$ cat src/design/touch_scan_pkg.sv
package touch_scan_pkg;

  // ----------------------------------------------------------------------
  // Register map: word index, byte address is the index times four.
  // ----------------------------------------------------------------------
  localparam int unsigned IDX_WIDTH       = 3;
  localparam int unsigned ADDR_LSB        = 2;
  localparam logic [2:0]  IDX_CONTROL     = 3'h0;
  localparam logic [2:0]  IDX_TIMING      = 3'h1;
  localparam logic [2:0]  IDX_CURRENT     = 3'h2;
  localparam logic [2:0]  IDX_CHANNEL     = 3'h3;
  localparam logic [2:0]  IDX_RESULT_HIGH = 3'h6;
  localparam logic [2:0]  IDX_RESULT_LOW  = 3'h7;

  // ----------------------------------------------------------------------
  // Control register bits.
  // ----------------------------------------------------------------------
  localparam int unsigned BIT_ENABLE      = 0;
  localparam int unsigned BIT_STOP_ENABLE = 1;
  localparam int unsigned BIT_TRIG_MODE   = 2;
  localparam int unsigned BIT_IRQ_ENABLE  = 3;
  localparam int unsigned BIT_SW_TRIGGER  = 4;
  localparam int unsigned BIT_ACTIVE      = 5;
  localparam int unsigned BIT_DONE        = 6;

  // ----------------------------------------------------------------------
  // Field positions and widths.
  // ----------------------------------------------------------------------
  localparam int unsigned SCAN_COUNT_LSB  = 0;
  localparam int unsigned SCAN_COUNT_W    = 5;
  localparam int unsigned PRESCALE_LSB    = 5;
  localparam int unsigned PRESCALE_W      = 3;
  localparam int unsigned REF_CUR_LSB     = 0;
  localparam int unsigned ELEC_CUR_LSB    = 4;
  localparam int unsigned CURRENT_W       = 3;
  localparam int unsigned CHANNEL_LSB     = 0;
  localparam int unsigned CHANNEL_W       = 4;
  localparam int unsigned RESULT_W        = 16;
  localparam int unsigned BYTE_W          = 8;
  localparam int unsigned MODULUS_W       = 6;
  localparam int unsigned DIVIDER_W       = 7;

  // ----------------------------------------------------------------------
  // Synchroniser lanes for inputs from outside the clock domain.
  // ----------------------------------------------------------------------
  localparam int unsigned SYNC_WIDTH      = 3;
  localparam int unsigned LANE_ELECTRODE  = 0;
  localparam int unsigned LANE_REFERENCE  = 1;
  localparam int unsigned LANE_HW_TRIGGER = 2;

  localparam logic [1:0]  HTRANS_NONSEQ   = 2'h2;

  typedef enum logic {
    state_idle,
    state_scan
  } scan_state_type;

  typedef struct packed {
    logic [2:0] reference_current_sel;
    logic [2:0] electrode_current_sel;
    logic [3:0] channel_select;
  } analog_ctrl_type;

endpackage

$ cat src/design/input_sync.sv
`timescale 1ns/1ps
`default_nettype none

module input_sync (
  // Clock and reset.
  input  wire logic                                  hclk,
  input  wire logic                                  hresetn,
  // Asynchronous levels in, synchronised levels out.
  input  wire logic [touch_scan_pkg::SYNC_WIDTH-1:0] async_in,
  output logic      [touch_scan_pkg::SYNC_WIDTH-1:0] sync_out
);

  typedef struct packed {
    logic [touch_scan_pkg::SYNC_WIDTH-1:0] first;
    logic [touch_scan_pkg::SYNC_WIDTH-1:0] second;
  } sync_state_type;

  sync_state_type cur;
  sync_state_type next_cur;

  // The first stage feeds only the second stage.
  always_comb begin
    next_cur        = cur;
    next_cur.first  = async_in;
    next_cur.second = cur.first;
  end

  always_ff @(posedge hclk or negedge hresetn) begin
    if (!hresetn) begin
      cur <= '0;
    end else begin
      cur <= next_cur;
    end
  end

  assign sync_out = cur.second;

endmodule
`default_nettype wire

$ cat src/design/osc_prescaler.sv
`timescale 1ns/1ps
`default_nettype none

module osc_prescaler (
  // Clock and reset.
  input  wire logic                                  hclk,
  input  wire logic                                  hresetn,
  // Control.
  input  wire logic                                  clear,
  input  wire logic [touch_scan_pkg::PRESCALE_W-1:0] osc_prescale_sel,
  // Electrode edges in, prescaled ticks out.
  input  wire logic                                  edge_in,
  output logic                                       tick
);

  typedef struct packed {
    logic [touch_scan_pkg::DIVIDER_W-1:0] count;
    logic                                 tick;
  } divider_state_type;

  divider_state_type                    cur;
  divider_state_type                    next_cur;
  logic [touch_scan_pkg::DIVIDER_W-1:0] terminal;

  // Divide ratio is two to the power of the selection, 1 up to 128.
  always_comb begin
    terminal      = touch_scan_pkg::DIVIDER_W'((8'h01 << osc_prescale_sel)
                    - 8'h01);
    next_cur      = cur;
    next_cur.tick = 1'b0;
    if (clear) begin
      next_cur.count = '0;
    end else if (edge_in) begin
      if (cur.count == terminal) begin
        next_cur.count = '0;
        next_cur.tick  = 1'b1;
      end else begin
        next_cur.count = cur.count + 1'b1;
      end
    end
  end

  always_ff @(posedge hclk or negedge hresetn) begin
    if (!hresetn) begin
      cur <= '0;
    end else begin
      cur <= next_cur;
    end
  end

  assign tick = cur.tick;

endmodule
`default_nettype wire

$ cat src/design/capacitive_touch_scan_counter.sv
`timescale 1ns/1ps
`default_nettype none

module capacitive_touch_scan_counter (
  // Clock and reset.
  input  wire logic                          hclk,
  input  wire logic                          hresetn,
  // AHB-Lite slave.
  input  wire logic                          hsel,
  input  wire logic [31:0]                   haddr,
  input  wire logic [1:0]                    htrans,
  input  wire logic                          hwrite,
  input  wire logic [2:0]                    hsize,
  input  wire logic [31:0]                   hwdata,
  input  wire logic                          hready,
  output logic      [31:0]                   hrdata,
  output logic                               hreadyout,
  output logic                               hresp,
  // Oscillators and chip events.
  input  wire logic                          electrode_osc,
  input  wire logic                          reference_osc,
  input  wire logic                          hw_trigger,
  input  wire logic                          chip_in_stop3,
  // Status and analog control.
  output logic                               scan_irq,
  output logic                               scan_active_flag,
  output touch_scan_pkg::analog_ctrl_type    analog_ctrl
);

  // ----------------------------------------------------------------------
  // State record.
  // ----------------------------------------------------------------------
  typedef struct packed {
    touch_scan_pkg::scan_state_type                  state;
    logic                                            sensing_enable_bit;
    logic                                            stop_mode_enable_bit;
    logic                                            trigger_mode_sel;
    logic                                            scan_irq_enable;
    logic [touch_scan_pkg::SCAN_COUNT_W-1:0]         scan_count_sel;
    logic [touch_scan_pkg::PRESCALE_W-1:0]           osc_prescale_sel;
    touch_scan_pkg::analog_ctrl_type                 analog;
    logic                                            active_flag;
    logic                                            done_flag;
    logic                                            irq;
    logic [touch_scan_pkg::MODULUS_W-1:0]            modulus;
    logic [touch_scan_pkg::RESULT_W-1:0]             ref_count;
    logic [touch_scan_pkg::RESULT_W-1:0]             result;
    logic                                            electrode_prev;
    logic                                            reference_prev;
    logic                                            trigger_prev;
    logic                                            dp_valid;
    logic                                            dp_write;
    logic [touch_scan_pkg::IDX_WIDTH-1:0]            dp_idx;
    logic [31:0]                                     rdata;
    logic                                            ready;
  } unit_state_type;

  unit_state_type                           cur;
  unit_state_type                           next_cur;
  logic [touch_scan_pkg::SYNC_WIDTH-1:0]    sync_in;
  logic [touch_scan_pkg::SYNC_WIDTH-1:0]    synced;
  logic                                     electrode_edge;
  logic                                     reference_edge;
  logic                                     trigger_edge;
  logic                                     running;
  logic                                     start;
  logic                                     sw_start;
  logic                                     presc_tick;
  logic [touch_scan_pkg::MODULUS_W-1:0]     modulus_limit;
  logic [touch_scan_pkg::IDX_WIDTH-1:0]     addr_idx;
  logic [touch_scan_pkg::RESULT_W-1:0]      ref_next;

  // ----------------------------------------------------------------------
  // Synchronisers and prescaler.
  // ----------------------------------------------------------------------
  always_comb begin
    sync_in                                  = '0;
    sync_in[touch_scan_pkg::LANE_ELECTRODE]  = electrode_osc;
    sync_in[touch_scan_pkg::LANE_REFERENCE]  = reference_osc;
    sync_in[touch_scan_pkg::LANE_HW_TRIGGER] = hw_trigger;
  end

  input_sync u_sync (
    .hclk     (hclk),
    .hresetn  (hresetn),
    .async_in (sync_in),
    .sync_out (synced)
  );

  osc_prescaler u_prescaler (
    .hclk             (hclk),
    .hresetn          (hresetn),
    .clear            (start),
    .osc_prescale_sel (cur.osc_prescale_sel),
    .edge_in          (electrode_edge),
    .tick             (presc_tick)
  );

  // ----------------------------------------------------------------------
  // Next-state logic.
  // ----------------------------------------------------------------------
  always_comb begin
    next_cur       = cur;
    sw_start       = 1'b0;
    start          = 1'b0;
    ref_next       = '0;
    addr_idx       = haddr[touch_scan_pkg::ADDR_LSB +:
                           touch_scan_pkg::IDX_WIDTH];
    // Stop3 halts the unit unless stop operation is allowed.
    running        = cur.sensing_enable_bit &&
                     (!chip_in_stop3 || cur.stop_mode_enable_bit);
    electrode_edge = running && (cur.state == touch_scan_pkg::state_scan) &&
                     synced[touch_scan_pkg::LANE_ELECTRODE] &&
                     !cur.electrode_prev;
    reference_edge = synced[touch_scan_pkg::LANE_REFERENCE] &&
                     !cur.reference_prev;
    trigger_edge   = synced[touch_scan_pkg::LANE_HW_TRIGGER] &&
                     !cur.trigger_prev;
    // A field of zero gives one scan, the top value gives 32.
    modulus_limit  = touch_scan_pkg::MODULUS_W'(cur.scan_count_sel) +
                     touch_scan_pkg::MODULUS_W'(1);
    next_cur.electrode_prev = synced[touch_scan_pkg::LANE_ELECTRODE];
    next_cur.reference_prev = synced[touch_scan_pkg::LANE_REFERENCE];
    next_cur.trigger_prev   = synced[touch_scan_pkg::LANE_HW_TRIGGER];
    next_cur.ready          = 1'b1;

    // Data phase of a write updates the registers.
    if (cur.dp_valid && cur.dp_write) begin
      if (cur.dp_idx == touch_scan_pkg::IDX_CONTROL) begin
        next_cur.sensing_enable_bit   = hwdata[touch_scan_pkg::BIT_ENABLE];
        next_cur.stop_mode_enable_bit =
          hwdata[touch_scan_pkg::BIT_STOP_ENABLE];
        next_cur.trigger_mode_sel     = hwdata[touch_scan_pkg::BIT_TRIG_MODE];
        next_cur.scan_irq_enable      = hwdata[touch_scan_pkg::BIT_IRQ_ENABLE];
        sw_start = hwdata[touch_scan_pkg::BIT_SW_TRIGGER];
        if (hwdata[touch_scan_pkg::BIT_DONE]) begin
          next_cur.done_flag = 1'b0;
        end
      end else if (cur.dp_idx == touch_scan_pkg::IDX_TIMING) begin
        next_cur.scan_count_sel   = hwdata[touch_scan_pkg::SCAN_COUNT_LSB +:
                                           touch_scan_pkg::SCAN_COUNT_W];
        next_cur.osc_prescale_sel = hwdata[touch_scan_pkg::PRESCALE_LSB +:
                                           touch_scan_pkg::PRESCALE_W];
      end else if (cur.dp_idx == touch_scan_pkg::IDX_CURRENT) begin
        next_cur.analog.reference_current_sel =
          hwdata[touch_scan_pkg::REF_CUR_LSB +: touch_scan_pkg::CURRENT_W];
        next_cur.analog.electrode_current_sel =
          hwdata[touch_scan_pkg::ELEC_CUR_LSB +: touch_scan_pkg::CURRENT_W];
      end else if (cur.dp_idx == touch_scan_pkg::IDX_CHANNEL) begin
        next_cur.analog.channel_select =
          hwdata[touch_scan_pkg::CHANNEL_LSB +: touch_scan_pkg::CHANNEL_W];
      end
    end

    // Trigger selection; a trigger during a scan is ignored.
    // The settings of a write landing this cycle already apply, so one
    // control write may enable the unit and trigger it together.
    start = next_cur.sensing_enable_bit &&
            (cur.state == touch_scan_pkg::state_idle) &&
            (next_cur.trigger_mode_sel ? trigger_edge
                                       : sw_start);

    case (cur.state)
      touch_scan_pkg::state_idle: begin
        if (start) begin
          next_cur.state       = touch_scan_pkg::state_scan;
          next_cur.active_flag = 1'b1;
          next_cur.modulus     = '0;
          next_cur.ref_count   = '0;
        end
      end
      touch_scan_pkg::state_scan: begin
        if (!next_cur.sensing_enable_bit) begin
          next_cur.state       = touch_scan_pkg::state_idle;
          next_cur.active_flag = 1'b0;
        end else if (running) begin
          ref_next = cur.ref_count +
                     touch_scan_pkg::RESULT_W'(reference_edge);
          next_cur.ref_count = ref_next;
          if (presc_tick) begin
            if (cur.modulus + touch_scan_pkg::MODULUS_W'(1) ==
                modulus_limit) begin
              // Final scan done: the sum over all scans becomes visible.
              next_cur.result      = ref_next;
              next_cur.done_flag   = 1'b1;
              next_cur.active_flag = 1'b0;
              next_cur.state       = touch_scan_pkg::state_idle;
            end else begin
              next_cur.modulus = cur.modulus +
                                 touch_scan_pkg::MODULUS_W'(1);
            end
          end
        end
      end
      default: begin
        next_cur.state = touch_scan_pkg::state_idle;
      end
    endcase

    next_cur.irq = next_cur.done_flag && next_cur.scan_irq_enable;

    // Address phase; read data reflect any write landing this cycle.
    next_cur.dp_valid = hsel && hready &&
                        (htrans == touch_scan_pkg::HTRANS_NONSEQ);
    next_cur.dp_write = hwrite;
    next_cur.dp_idx   = addr_idx;
    next_cur.rdata    = '0;
    if (next_cur.dp_valid && !hwrite) begin
      if (addr_idx == touch_scan_pkg::IDX_CONTROL) begin
        next_cur.rdata[touch_scan_pkg::BIT_ENABLE]      =
          next_cur.sensing_enable_bit;
        next_cur.rdata[touch_scan_pkg::BIT_STOP_ENABLE] =
          next_cur.stop_mode_enable_bit;
        next_cur.rdata[touch_scan_pkg::BIT_TRIG_MODE]   =
          next_cur.trigger_mode_sel;
        next_cur.rdata[touch_scan_pkg::BIT_IRQ_ENABLE]  =
          next_cur.scan_irq_enable;
        next_cur.rdata[touch_scan_pkg::BIT_ACTIVE]      = next_cur.active_flag;
        next_cur.rdata[touch_scan_pkg::BIT_DONE]        = next_cur.done_flag;
      end else if (addr_idx == touch_scan_pkg::IDX_TIMING) begin
        next_cur.rdata[touch_scan_pkg::SCAN_COUNT_LSB +:
                       touch_scan_pkg::SCAN_COUNT_W] = next_cur.scan_count_sel;
        next_cur.rdata[touch_scan_pkg::PRESCALE_LSB +:
                       touch_scan_pkg::PRESCALE_W] = next_cur.osc_prescale_sel;
      end else if (addr_idx == touch_scan_pkg::IDX_CURRENT) begin
        next_cur.rdata[touch_scan_pkg::REF_CUR_LSB +:
                       touch_scan_pkg::CURRENT_W] =
          next_cur.analog.reference_current_sel;
        next_cur.rdata[touch_scan_pkg::ELEC_CUR_LSB +:
                       touch_scan_pkg::CURRENT_W] =
          next_cur.analog.electrode_current_sel;
      end else if (addr_idx == touch_scan_pkg::IDX_CHANNEL) begin
        next_cur.rdata[touch_scan_pkg::CHANNEL_LSB +:
                       touch_scan_pkg::CHANNEL_W] =
          next_cur.analog.channel_select;
      end else if (addr_idx == touch_scan_pkg::IDX_RESULT_HIGH) begin
        next_cur.rdata[touch_scan_pkg::BYTE_W-1:0] =
          next_cur.result[touch_scan_pkg::RESULT_W-1:
                          touch_scan_pkg::BYTE_W];
      end else if (addr_idx == touch_scan_pkg::IDX_RESULT_LOW) begin
        next_cur.rdata[touch_scan_pkg::BYTE_W-1:0] =
          next_cur.result[touch_scan_pkg::BYTE_W-1:0];
      end
    end
  end

  // ----------------------------------------------------------------------
  // State register.
  // ----------------------------------------------------------------------
  always_ff @(posedge hclk or negedge hresetn) begin
    if (!hresetn) begin
      cur       <= '0;
      cur.ready <= 1'b1;
    end else begin
      cur <= next_cur;
    end
  end

  // ----------------------------------------------------------------------
  // Outputs.
  // ----------------------------------------------------------------------
  assign hrdata           = cur.rdata;
  assign hreadyout        = cur.ready;
  assign hresp            = 1'b0;
  assign scan_irq         = cur.irq;
  assign scan_active_flag = cur.active_flag;
  assign analog_ctrl      = cur.analog;

endmodule
`default_nettype wire

$ cat config.mk
export PLATFORM = sky130hd
export DESIGN_NAME = capacitive_touch_scan_counter
export DESIGN_NICKNAME = d
export VERILOG_FILES = /design/src/design/touch_scan_pkg.sv /design/src/design/input_sync.sv /design/src/design/osc_prescaler.sv /design/src/design/capacitive_touch_scan_counter.sv
export SDC_FILE = /design/constraint.sdc
export NUM_CORES = 1
export LEC_CHECK = 0
export ABC_AREA = 1
export BUFFER_PORTS_ARGS = -buffer_cell sky130_fd_sc_hd__buf_2
export CAP_MARGIN = 20
export CELL_PAD_IN_SITES_DETAIL_PLACEMENT = 0
export CELL_PAD_IN_SITES_GLOBAL_PLACEMENT = 1
export CORE_AREA = 2 2 132 108
export CTS_CLUSTER_DIAMETER = 100
export DETAILED_ROUTE_END_ITERATION = 6
export DIE_AREA = 0 0 134 110
export PLACE_DENSITY_LB_ADDON = 0.25
export REMOVE_ABC_BUFFERS = 1
export SLEW_MARGIN = 20
export SYNTH_ARGS = -nofsm -noshare
export SYNTH_HDL_FRONTEND = slang
export SYNTH_SLANG_ARGS = --single-unit
$ cat constraint.sdc
create_clock -name hclk -period 2.5 [get_ports hclk]
set_input_delay 0.25 -clock hclk [delete_from_list [all_inputs] [get_ports hclk]]
set_output_delay 0.25 -clock hclk [all_outputs]
set_load 0.01 [all_outputs]
==> out/results.txt, run 1 <==
The routed length on met3 is 615 um. Number of antenna cells inserted: 0. After the first detailed-routing iteration, the DRC count stood at 387. The leakage dissipation was 3.13 nW.

Clock tree synthesis selected as its root buffer the cell clkbuf_16. The tools report the post-detailed-route DRC marker count as 0. The most critical setup path has its endpoint at hrdata[4]$_DFF_PN0_. The minimum clock period was 2.36 ns. Summed over all layers, the global routing overflow is 0. Dividing the detail-routed via count by the number of cells gives 4.76.

The run gives 5130 sq um as the mapped cell area. The H-tree generated during clock tree synthesis spans 3 levels. The wire length per cell after detailed routing works out to 14.5 um. The slowest stage of the critical path belongs to the cell dfrtp_1.

The buffer and inverter count on the worst path was 1. The worst path meets setup with 0.139 ns of slack. TritonCTS built the clock tree. The number of buffers created by CTS is 9. The tools report the met2 wire length as 5.57 mm. The run finished with clean final reports.

The initial utilization of the core area, before any placement, comes to 38.4%. The worst setup slack before clock tree synthesis was 0.118 ns. Summing over every cut layer, the via total after detailed routing is 4164. The logic depth of the worst register-to-register path is 11.

The critical path is of the reg2reg type. The number of endpoints with negative hold slack in the final report was 0. The critical path runs through a total of 11 cells. For this run, the top clock speed supported by timing is 424 MHz.

Hold timing on the final database bottoms out at a slack of 0.0160 ns. The class of the most critical hold timing path is in2reg. The post-synthesis to final-layout area growth came out at 13.6%. The signal on the critical path passes through ha_1, xor2_1, nor2_2, nand3_1, nor2_4, nand4_4, buf_4, or2_1, nand3_2, nand3_2, a21oi_2. Entering global routing, the biggest net connects 51 pins. At the worst endpoint, the required time is 2.77 ns. The logs give 0 for the number of setup violations in the final report and 56.2% for the relative slew slack. At the end of routability-driven placement, the weighted congestion stood at 0.855. 124 I/O pins were placed.

Worst stage delay on the critical path: 0.38 ns. The HPWL after detailed placement is 9.36 mm. The most critical setup path has its startpoint at cur[73]$_DFFE_PN0P_.

Of the available clock period, the critical path in the final layout requires 94.4%. The nature of the critical path endpoint is a flop. The startpoint of the most critical register-to-register path is cur[73]$_DFFE_PN0P_. The number of antenna violations at the first check in global routing was 0. Cell type group with the largest total delay on the critical path: simple AND/OR/NAND/NOR gates. Count of port buffers added during placement: 41.

In this run the critical register-to-register path is captured at hrdata[4]$_DFF_PN0_. In this run the top signal layer used is met4. The overall global routing resource usage came out at 17.8%. The total number of nets in the final design was 773.

The count of warnings emitted by yosys is 0. In this run the power density over the cells is 710 nW/um^2. After detailed routing, the wire length on met1 is 6.42 mm.

Between clock sinks in the finished design, the worst skew comes to 0.00718 ns. The max-slew violation total from the final report was 0; the number of register bits inferred by synthesis was 94. The logs give 94 for the number of clock sinks and 13400 sq um for the area of the core region. The die covers 14700 sq um. The synthesized area per cell works out to 7.96 sq um. For the count of filler cells inserted in the layout, the log shows 1349. The most frequent cell on the critical path was nand3_2.

The largest buffer count on any clock path was 2; the synthesized netlist cell count was 644. The logs give 0 for the number of routed nets with antenna violations and 39 for the count of distinct cell types in the synthesized netlist. For flop-to-flop paths, the worst setup slack is 0.14 ns. The chip width is 134 um, and the share of post-route cells with drive strength above 1 is 15.7%. The tools report the setup TNS as 0 ns. The y dimension of the die was 110 um; the measured slew at the worst slew-check pin was 0.657 ns. The peak supply drop is 456 uV, and the data arrival time of the critical path is 2.64 ns. The floorplan has 38 rows. The largest driver fanout on the critical path is 5, and the routed wire length is 12.7 mm. Clock latency on the worst-skew pair, taken at its later pin, is 0.35 ns. The first global-routing pass estimated 20.3 mm of wire.

Clock-pin slew was measured on the worst setup and hold paths at 0.06 ns. The number of global-route vias before repair is 3960, and the number of iterations in the first detailed-routing pass is 5. The sequential area share after synthesis is 45.9%. STA classifies the critical path startpoint as a flop. The tool flagged a number of max-cap violations equal to 0.
-- cells in the final DEF, fill, tap and decap left out, types with 3 or more instances in the layout --
cell | Yosys | layout
dlygate4sd3_1 | 0 | 3
nand3_2 | 3 | 6
nor2_2 | 0 | 4
ha_1 | 5 | 4
dfrtp_1 | 94 | 94
inv_2 | 2 | 3
conb_1 | 2 | 26
nor2_1 | 37 | 31
nand2_1 | 153 | 152
o22ai_1 | 17 | 17
nor2_4 | 3 | 6
nand4_1 | 18 | 18
inv_1 | 103 | 101
nand3_1 | 42 | 39
o21ai_0 | 36 | 35
clkbuf_1 | 3 | 3
o21ai_1 | 3 | 3
buf_2 | 3 | 40
nand2_2 | 5 | 6
a21oi_1 | 15 | 14
xor2_1 | 16 | 16
clkbuf_16 | 0 | 9
o21a_1 | 5 | 5
buf_4 | 46 | 16
nor3_1 | 9 | 9
-- flip-flops by register name (all words and copies together), names as in the netlist --
register          count
analog_ctrl          10
cur                  60
hrdata                8
scan_active_flag      1
scan_irq              1
u_prescaler.cur       7
u_prescaler.tick      1
u_sync.cur            3
u_sync.sync_out       3
-- area by class of cell --
type | count | area, sq um | share of cell area, %
clock buffer | 13 | 250 | 4.29
clock inverter | 3 | 43.8 | 0.752
inverter | 106 | 400 | 6.87
multi-input combinational | 417 | 2160 | 37.1
sequential | 94 | 2350 | 40.4
tap | 180 | 225 | 3.87
timing repair buffer | 62 | 393 | 6.74
-- cell usage after synthesis --
library cell  count  area [sq um]
nand2_1         153           574
inv_1           103           387
dfrtp_1          94          2350
buf_4            46           345
nand3_1          42           210
nor2_1           37           139
o21ai_0          36           180
nand4_1          18           113
o22ai_1          17           106
xor2_1           16           140
a21oi_1          15          75.1
nor3_1            9          45.0
ha_1              5          62.6
nand2_2           5          31.3
o21a_1            5          37.5
buf_2             3          15.0
clkbuf_1          3          11.3
nand3_2           3          30.0
nor2_4            3          33.8
o21ai_1           3          15.0
a211oi_1          2          15.0
a221oi_1          2          17.5
conb_1            2          7.51
inv_2             2          7.51
nor4_1            2          12.5
o211ai_1          2          15.0
o221ai_1          2          17.5
or2_2             2          12.5
xnor2_1           2          17.5
a21oi_2           1          8.76
buf_6             1          11.3
clkinv_1          1          3.75
mux2_2            1          11.3
nand4_2           1          12.5
nand4_4           1          21.3
o2111ai_1         1          8.76
o211a_1           1          10.0
o21ai_2           1          8.76
or2_1             1          6.26
-- through the flow --
stage                     cell area (sq um)  power [mW]  util (%)  std cells
after floorplan                        4840        2.44         -        615
after global placement                 5390        2.71      40.3        850
after detailed placement               5390        2.73      40.3        850
after CTS                              5710        4.13      42.7        869
after global routing                   5830        4.40      43.6        875
final                                  5830        4.14      43.6        875
-- routing by layer --
layer	up-vias	track usage (%)
met2	94	27.6
met4	0	3.65
li1	2091	-
met1	1970	25.5
met5	-	0
met3	9	4.12
-- worst min-delay path by stage --
stage          depth (start not counted)           from                  endpoint  slack, ns
3_3_place_gp                           1        hresetn       cur[57]$_DFFE_PN0P_       0.33
4_1_cts                                1  electrode_osc   u_sync.cur[3]$_DFF_PN0_      0.003
5_1_grt                                1  electrode_osc   u_sync.cur[3]$_DFF_PN0_      0.007
3_5_place_dp                           1        hresetn         cur[39]$_DFF_PN0_       0.33
6_report                               1  electrode_osc   u_sync.cur[3]$_DFF_PN0_       0.02
2_1_floorplan                          0        hresetn  analog_ctrl[0]$_DFF_PN0_      -0.05
-- power by group --
group | internal (mW) | switching (mW) | total [mW]
registers | 1.68 | 0.155 | 1.83
clock network | 0.804 | 0.578 | 1.38
logic | 0.327 | 0.597 | 0.923
-- what timing repair did --
action / 4_1_cts / 5_1_grt
hold buffers: 3 / 0
endpoints found under the setup margin: 0 / 8
setup buffers: 0 / 4
gates resized for setup: 0 / 22
hold endpoints to repair: 50 / 0
-- kinds of logic after synthesis --
family,synth area share [%]
simple gates,24.2
buf+inv,15.2
flops,45.9
compound gates,10.1
xor+xnor,3.07
fa+ha+maj,1.22
other cells,0.146
mux,0.220
No activity file was read; power rests on OpenSTA's default activity.
==> run 2, diff against run 1 <==
==> constraint.sdc (replaced) <==
create_clock -name hclk -period 2.3 [get_ports hclk]
set_input_delay 0.23 -clock hclk [delete_from_list [all_inputs] [get_ports hclk]]
set_output_delay 0.23 -clock hclk [all_outputs]
set_load 0.01 [all_outputs]
==> run 2 against run 1 <==
  * Non-clock buffer count increased by 24
  * Die area unchanged
  * Critical path depth increased by 7
  * Global-route usage increased by 0.12 points
  * Clock skew increased by 0.00074 ns
  * Sequential power increased by 9%
  * Count of clock-buffer cells in the layout unchanged
  * Sequential share of layout area decreased by 2.4 points
  * Utilization increased by 2.8 points
  * Critical endpoint is now hrdata[5]$_DFF_PN0_
==> out/results.txt, run 2 (synthesis results as in run 1) <==
The count of port buffers added during placement is 41 (unchanged). The max-slew violation total from the final report came out at 0 (unchanged). Commonest cells after routing, fill and taps aside: nand2_1 (128), inv_1 (99), dfrtp_1 (93), buf_2 (40), buf_4 (36) (was nand2_1 (152), inv_1 (101), dfrtp_1 (94), buf_2 (40), nand3_1 (39)).

The final period utilization came out at 96.3% (was 94.4%). The logic depth of the worst register-to-register path works out to 18 (was 11). Worst-path cell chain: ha_4, buf_6, nand3_2, nand2_2, nand2_4, inv_2, nand2_2, nand2_2, nand2_2, nor2_4, nand4_4, buf_8, nand2_4, o21ai_4, nand2_1, nand3_2, nor2_1, nor2_1 (was ha_1, xor2_1, nor2_2, nand3_1, nor2_4, nand4_4, buf_4, or2_1, nand3_2, nand3_2, a21oi_2). The final estimated routing congestion in global placement came out at 0.832 (was 0.855). The number of antenna violations at the first check in global routing was 0 (unchanged); the routed wire length was 12.5 mm (was 12.7 mm).

The post-place instance area came out at 5510 sq um (was 5390 sq um). Overall power consumption: 4.55 mW (was 4.14 mW). The data required time of the critical path is 2.54 ns (was 2.77 ns).

For the level count of the clock H-tree, the log shows 3 (unchanged). The via count of the routed design is 4236 (was 4164). Register clock-pin slew on the reported worst setup and hold paths: 0.07 ns (was 0.06 ns). The tools report the largest net degree at the start of global routing as 39 (was 51).

The tools report the startpoint of the most critical register-to-register path as cur[73]$_DFFE_PN0P_ (unchanged). The y dimension of the die was 110 um (unchanged); the worst clock skew on the final layout was 0.00792 ns (was 0.00718 ns). The wire length per cell after detailed routing was 14.0 um (was 14.5 um); the post-synthesis to final-layout area growth was 20.9% (was 13.6%). The tools report the overall global routing resource usage as 17.9% (was 17.8%). The wire length of the first global-routing pass is 20.3 mm (about the same).

The worst stage delay on the critical path came out at 0.40 ns (was 0.38 ns). The most frequent standard cell in the layout excluding fill and tap cells was nand2_1 (unchanged). For the area of the core region, the log shows 13400 sq um (unchanged). The tools report the number of antenna cells inserted as 0 (unchanged). The number of setup violations in the final report is 0 (unchanged), and the number of global-route vias before repair is 4001 (was 3960). The relative contribution of the clock network to total power was 31.7% (was 33.4%). The power per cell area is 734 nW/um^2 (was 710 nW/um^2), and the maximum achievable frequency is 452 MHz (was 424 MHz). The worst-path cell with the longest stage delay is dfrtp_1 (unchanged). The total number of nets in the final design is 796 (was 773).

The fraction of power spent switching nets is 33.0% (was 32.1%). The run gives 0.35 ns (about the same) as the clock latency of the later-clocked register in the worst-skew pair. The run finished with clean final reports.

The logs give 38 (unchanged) for the number of standard-cell rows in the floorplan and 9 (unchanged) for the number of buffers created by CTS. The cell type group with the largest total delay on the critical path is simple AND/OR/NAND/NOR gates (unchanged). The nature of the critical path startpoint is a flop (unchanged). The post-detailed-route DRC marker count was 0 (unchanged); the portion of total power attributed to combinational logic was 24.5% (was 22.3%).

The final worst hold slack was 0.0315 ns (was 0.0160 ns); the largest driver fanout on the critical path was 8 (was 5). The run gives 124 (unchanged) as the count of boundary I/O pins. The tools report the post-detailed-placement half-perimeter wirelength as 9.41 mm (was 9.36 mm). The largest buffer count on any clock path was 2 (unchanged). For the die area, the log shows 14700 sq um (unchanged).

The register containing the most flip-flops in the final layout was cur (unchanged). For the peak supply drop, the log shows 365 uV (was 456 uV). Count of routing violations after the opening detailed-route iteration: 284 (was 387). The initial core utilization is 38.4% (unchanged), and the worst hold path depth is 1 (unchanged).

Setup repair after global routing could not meet its margin everywhere. The tools report the nature of the critical path endpoint as a flop (unchanged). The share of post-route cells with drive strength above 1 is 25.1% (was 15.7%), and the setup slack of the most critical reg-to-reg path is 0.09 ns (was 0.14 ns).

For the leakage dissipation, the log shows 3.27 nW (was 3.13 nW). The run gives 6 (was 5) as the number of iterations in the first detailed-routing pass. The critical path class was reg2reg (unchanged). The number of maximum-capacitance constraint violations was 0 (unchanged).

The chip width is 134 um (unchanged), and the number of clock sinks is 94 (unchanged). The tools report the final design instance area without fill as 6200 sq um (was 5830 sq um). The buffer and inverter count on the worst path is 3 (was 1), and the post-detailed-route via-to-cell ratio is 4.72 (was 4.76). The reg-to-reg critical path endpoint is hrdata[5]$_DFF_PN0_ (was hrdata[4]$_DFF_PN0_).

The run gives 1.50 mW (was 1.33 mW) as the power spent charging and discharging nets. Most frequent cell on the critical path: nand2_2 (was nand3_2). The class of the most critical hold timing path is in2reg (unchanged). The flip-flop count of the largest register, all copies and words added was 60 (unchanged); the data arrival time of the critical path was 2.46 ns (was 2.64 ns). TritonCTS built the clock tree. The run gives 43.8% (was 44.3%) as the share of power burned in registers. The total overflow reported by the global router is 0 (unchanged), and the number of endpoints with negative hold slack in the final report is 0 (unchanged). The number of routed nets with antenna violations is 0 (unchanged), and the cell internal power dissipation is 3.05 mW (was 2.81 mW). The terminating pin of the worst hold path is cur[34]$_DFF_PN0_ (was u_sync.cur[3]$_DFF_PN0_). The minimum clock period works out to 2.21 ns (was 2.36 ns).

The startpoint of the lowest-slack hold path was haddr[3] (was electrode_osc). Root buffer cell: clkbuf_16 (unchanged). The count of filler cells inserted in the layout is 1324 (was 1349).
run 2: timing repair:
action,CTS,global route
pin swaps,1,24
endpoints found under the setup margin,6,13
buffers inserted,0,10
hold buffers,5,0
gates resized for setup,6,75
endpoints found under the hold margin,35,0
gates cloned,0,1
run 2: per-stage QoR:
step | std cells | TNS, ns | worst slack (ns) | util, %
finish | 898 | 0 | 0.0854 | 46.4
global route | 898 | -0.351 | -0.0850 | 46.4
CTS | 887 | 0 | 0.00336 | 43.8
detailed placement | 866 | -0.210 | -0.0838 | 41.2
global placement | 866 | -0.0735 | -0.0297 | 41.2
floorplan | 615 | -1.16 | -0.255 | -
run 2: layer usage:
layer | global-route usage, % | up-vias | wire length [um]
met2 | 25.9 | 94 | 5430
met1 | 25.7 | 1992 | 6340
met5 | 0 | - | 0
met4 | 5.47 | 0 | 206
li1 | - | 2135 | -
met3 | 5.30 | 15 | 570
run 2: how the worst max path moves through the flow:
stage                             start                   to  depth (start not counted)
global placement    cur[73]$_DFFE_PN0P_  hrdata[4]$_DFF_PN0_                         14
CTS                 cur[73]$_DFFE_PN0P_  hrdata[2]$_DFF_PN0_                         12
finish              cur[73]$_DFFE_PN0P_  hrdata[5]$_DFF_PN0_                         18
floorplan             cur[34]$_DFF_PN0_  hrdata[7]$_DFF_PN0_                         10
global route        cur[73]$_DFFE_PN0P_  hrdata[5]$_DFF_PN0_                         18
detailed placement  cur[73]$_DFFE_PN0P_  hrdata[7]$_DFF_PN0_                         14
run 2: worst register-to-register path, cell delays in order, from the launching register on:
cell     delay (ns)
dfrtp_1        0.40
ha_4           0.16
buf_6          0.09
nand3_2        0.07
nand2_2        0.10
nand2_4        0.07
inv_2          0.05
nand2_2        0.04
nand2_2        0.08
nand2_2        0.07
nor2_4         0.12
nand4_4        0.21
buf_8          0.23
nand2_4        0.06
o21ai_4        0.05
nand2_1        0.08
nand3_2        0.06
nor2_1         0.11
nor2_1         0.06
run 2: area by class of cell:
class | instances | area [sq um] | share of cell area (%)
repair buffers | 86 | 589 | 9.50
clock buffers | 13 | 260 | 4.20
clock inverters | 3 | 26.3 | 0.424
multi-input cells | 416 | 2350 | 37.8
well taps | 180 | 225 | 3.63
inverters | 106 | 400 | 6.46
flip-flops and latches | 94 | 2350 | 37.9
run 2: power groups by stage:
stage          sequential [mW]  clock [mW]  combinational [mW]
2_1_floorplan             1.99           0               0.655
3_3_place_gp              2.01           0               0.971
3_5_place_dp              2.01           0               0.991
4_1_cts                   1.99        1.49                1.01
5_1_grt                   2.02        1.55                1.27
6_report                  2.00        1.44                1.11
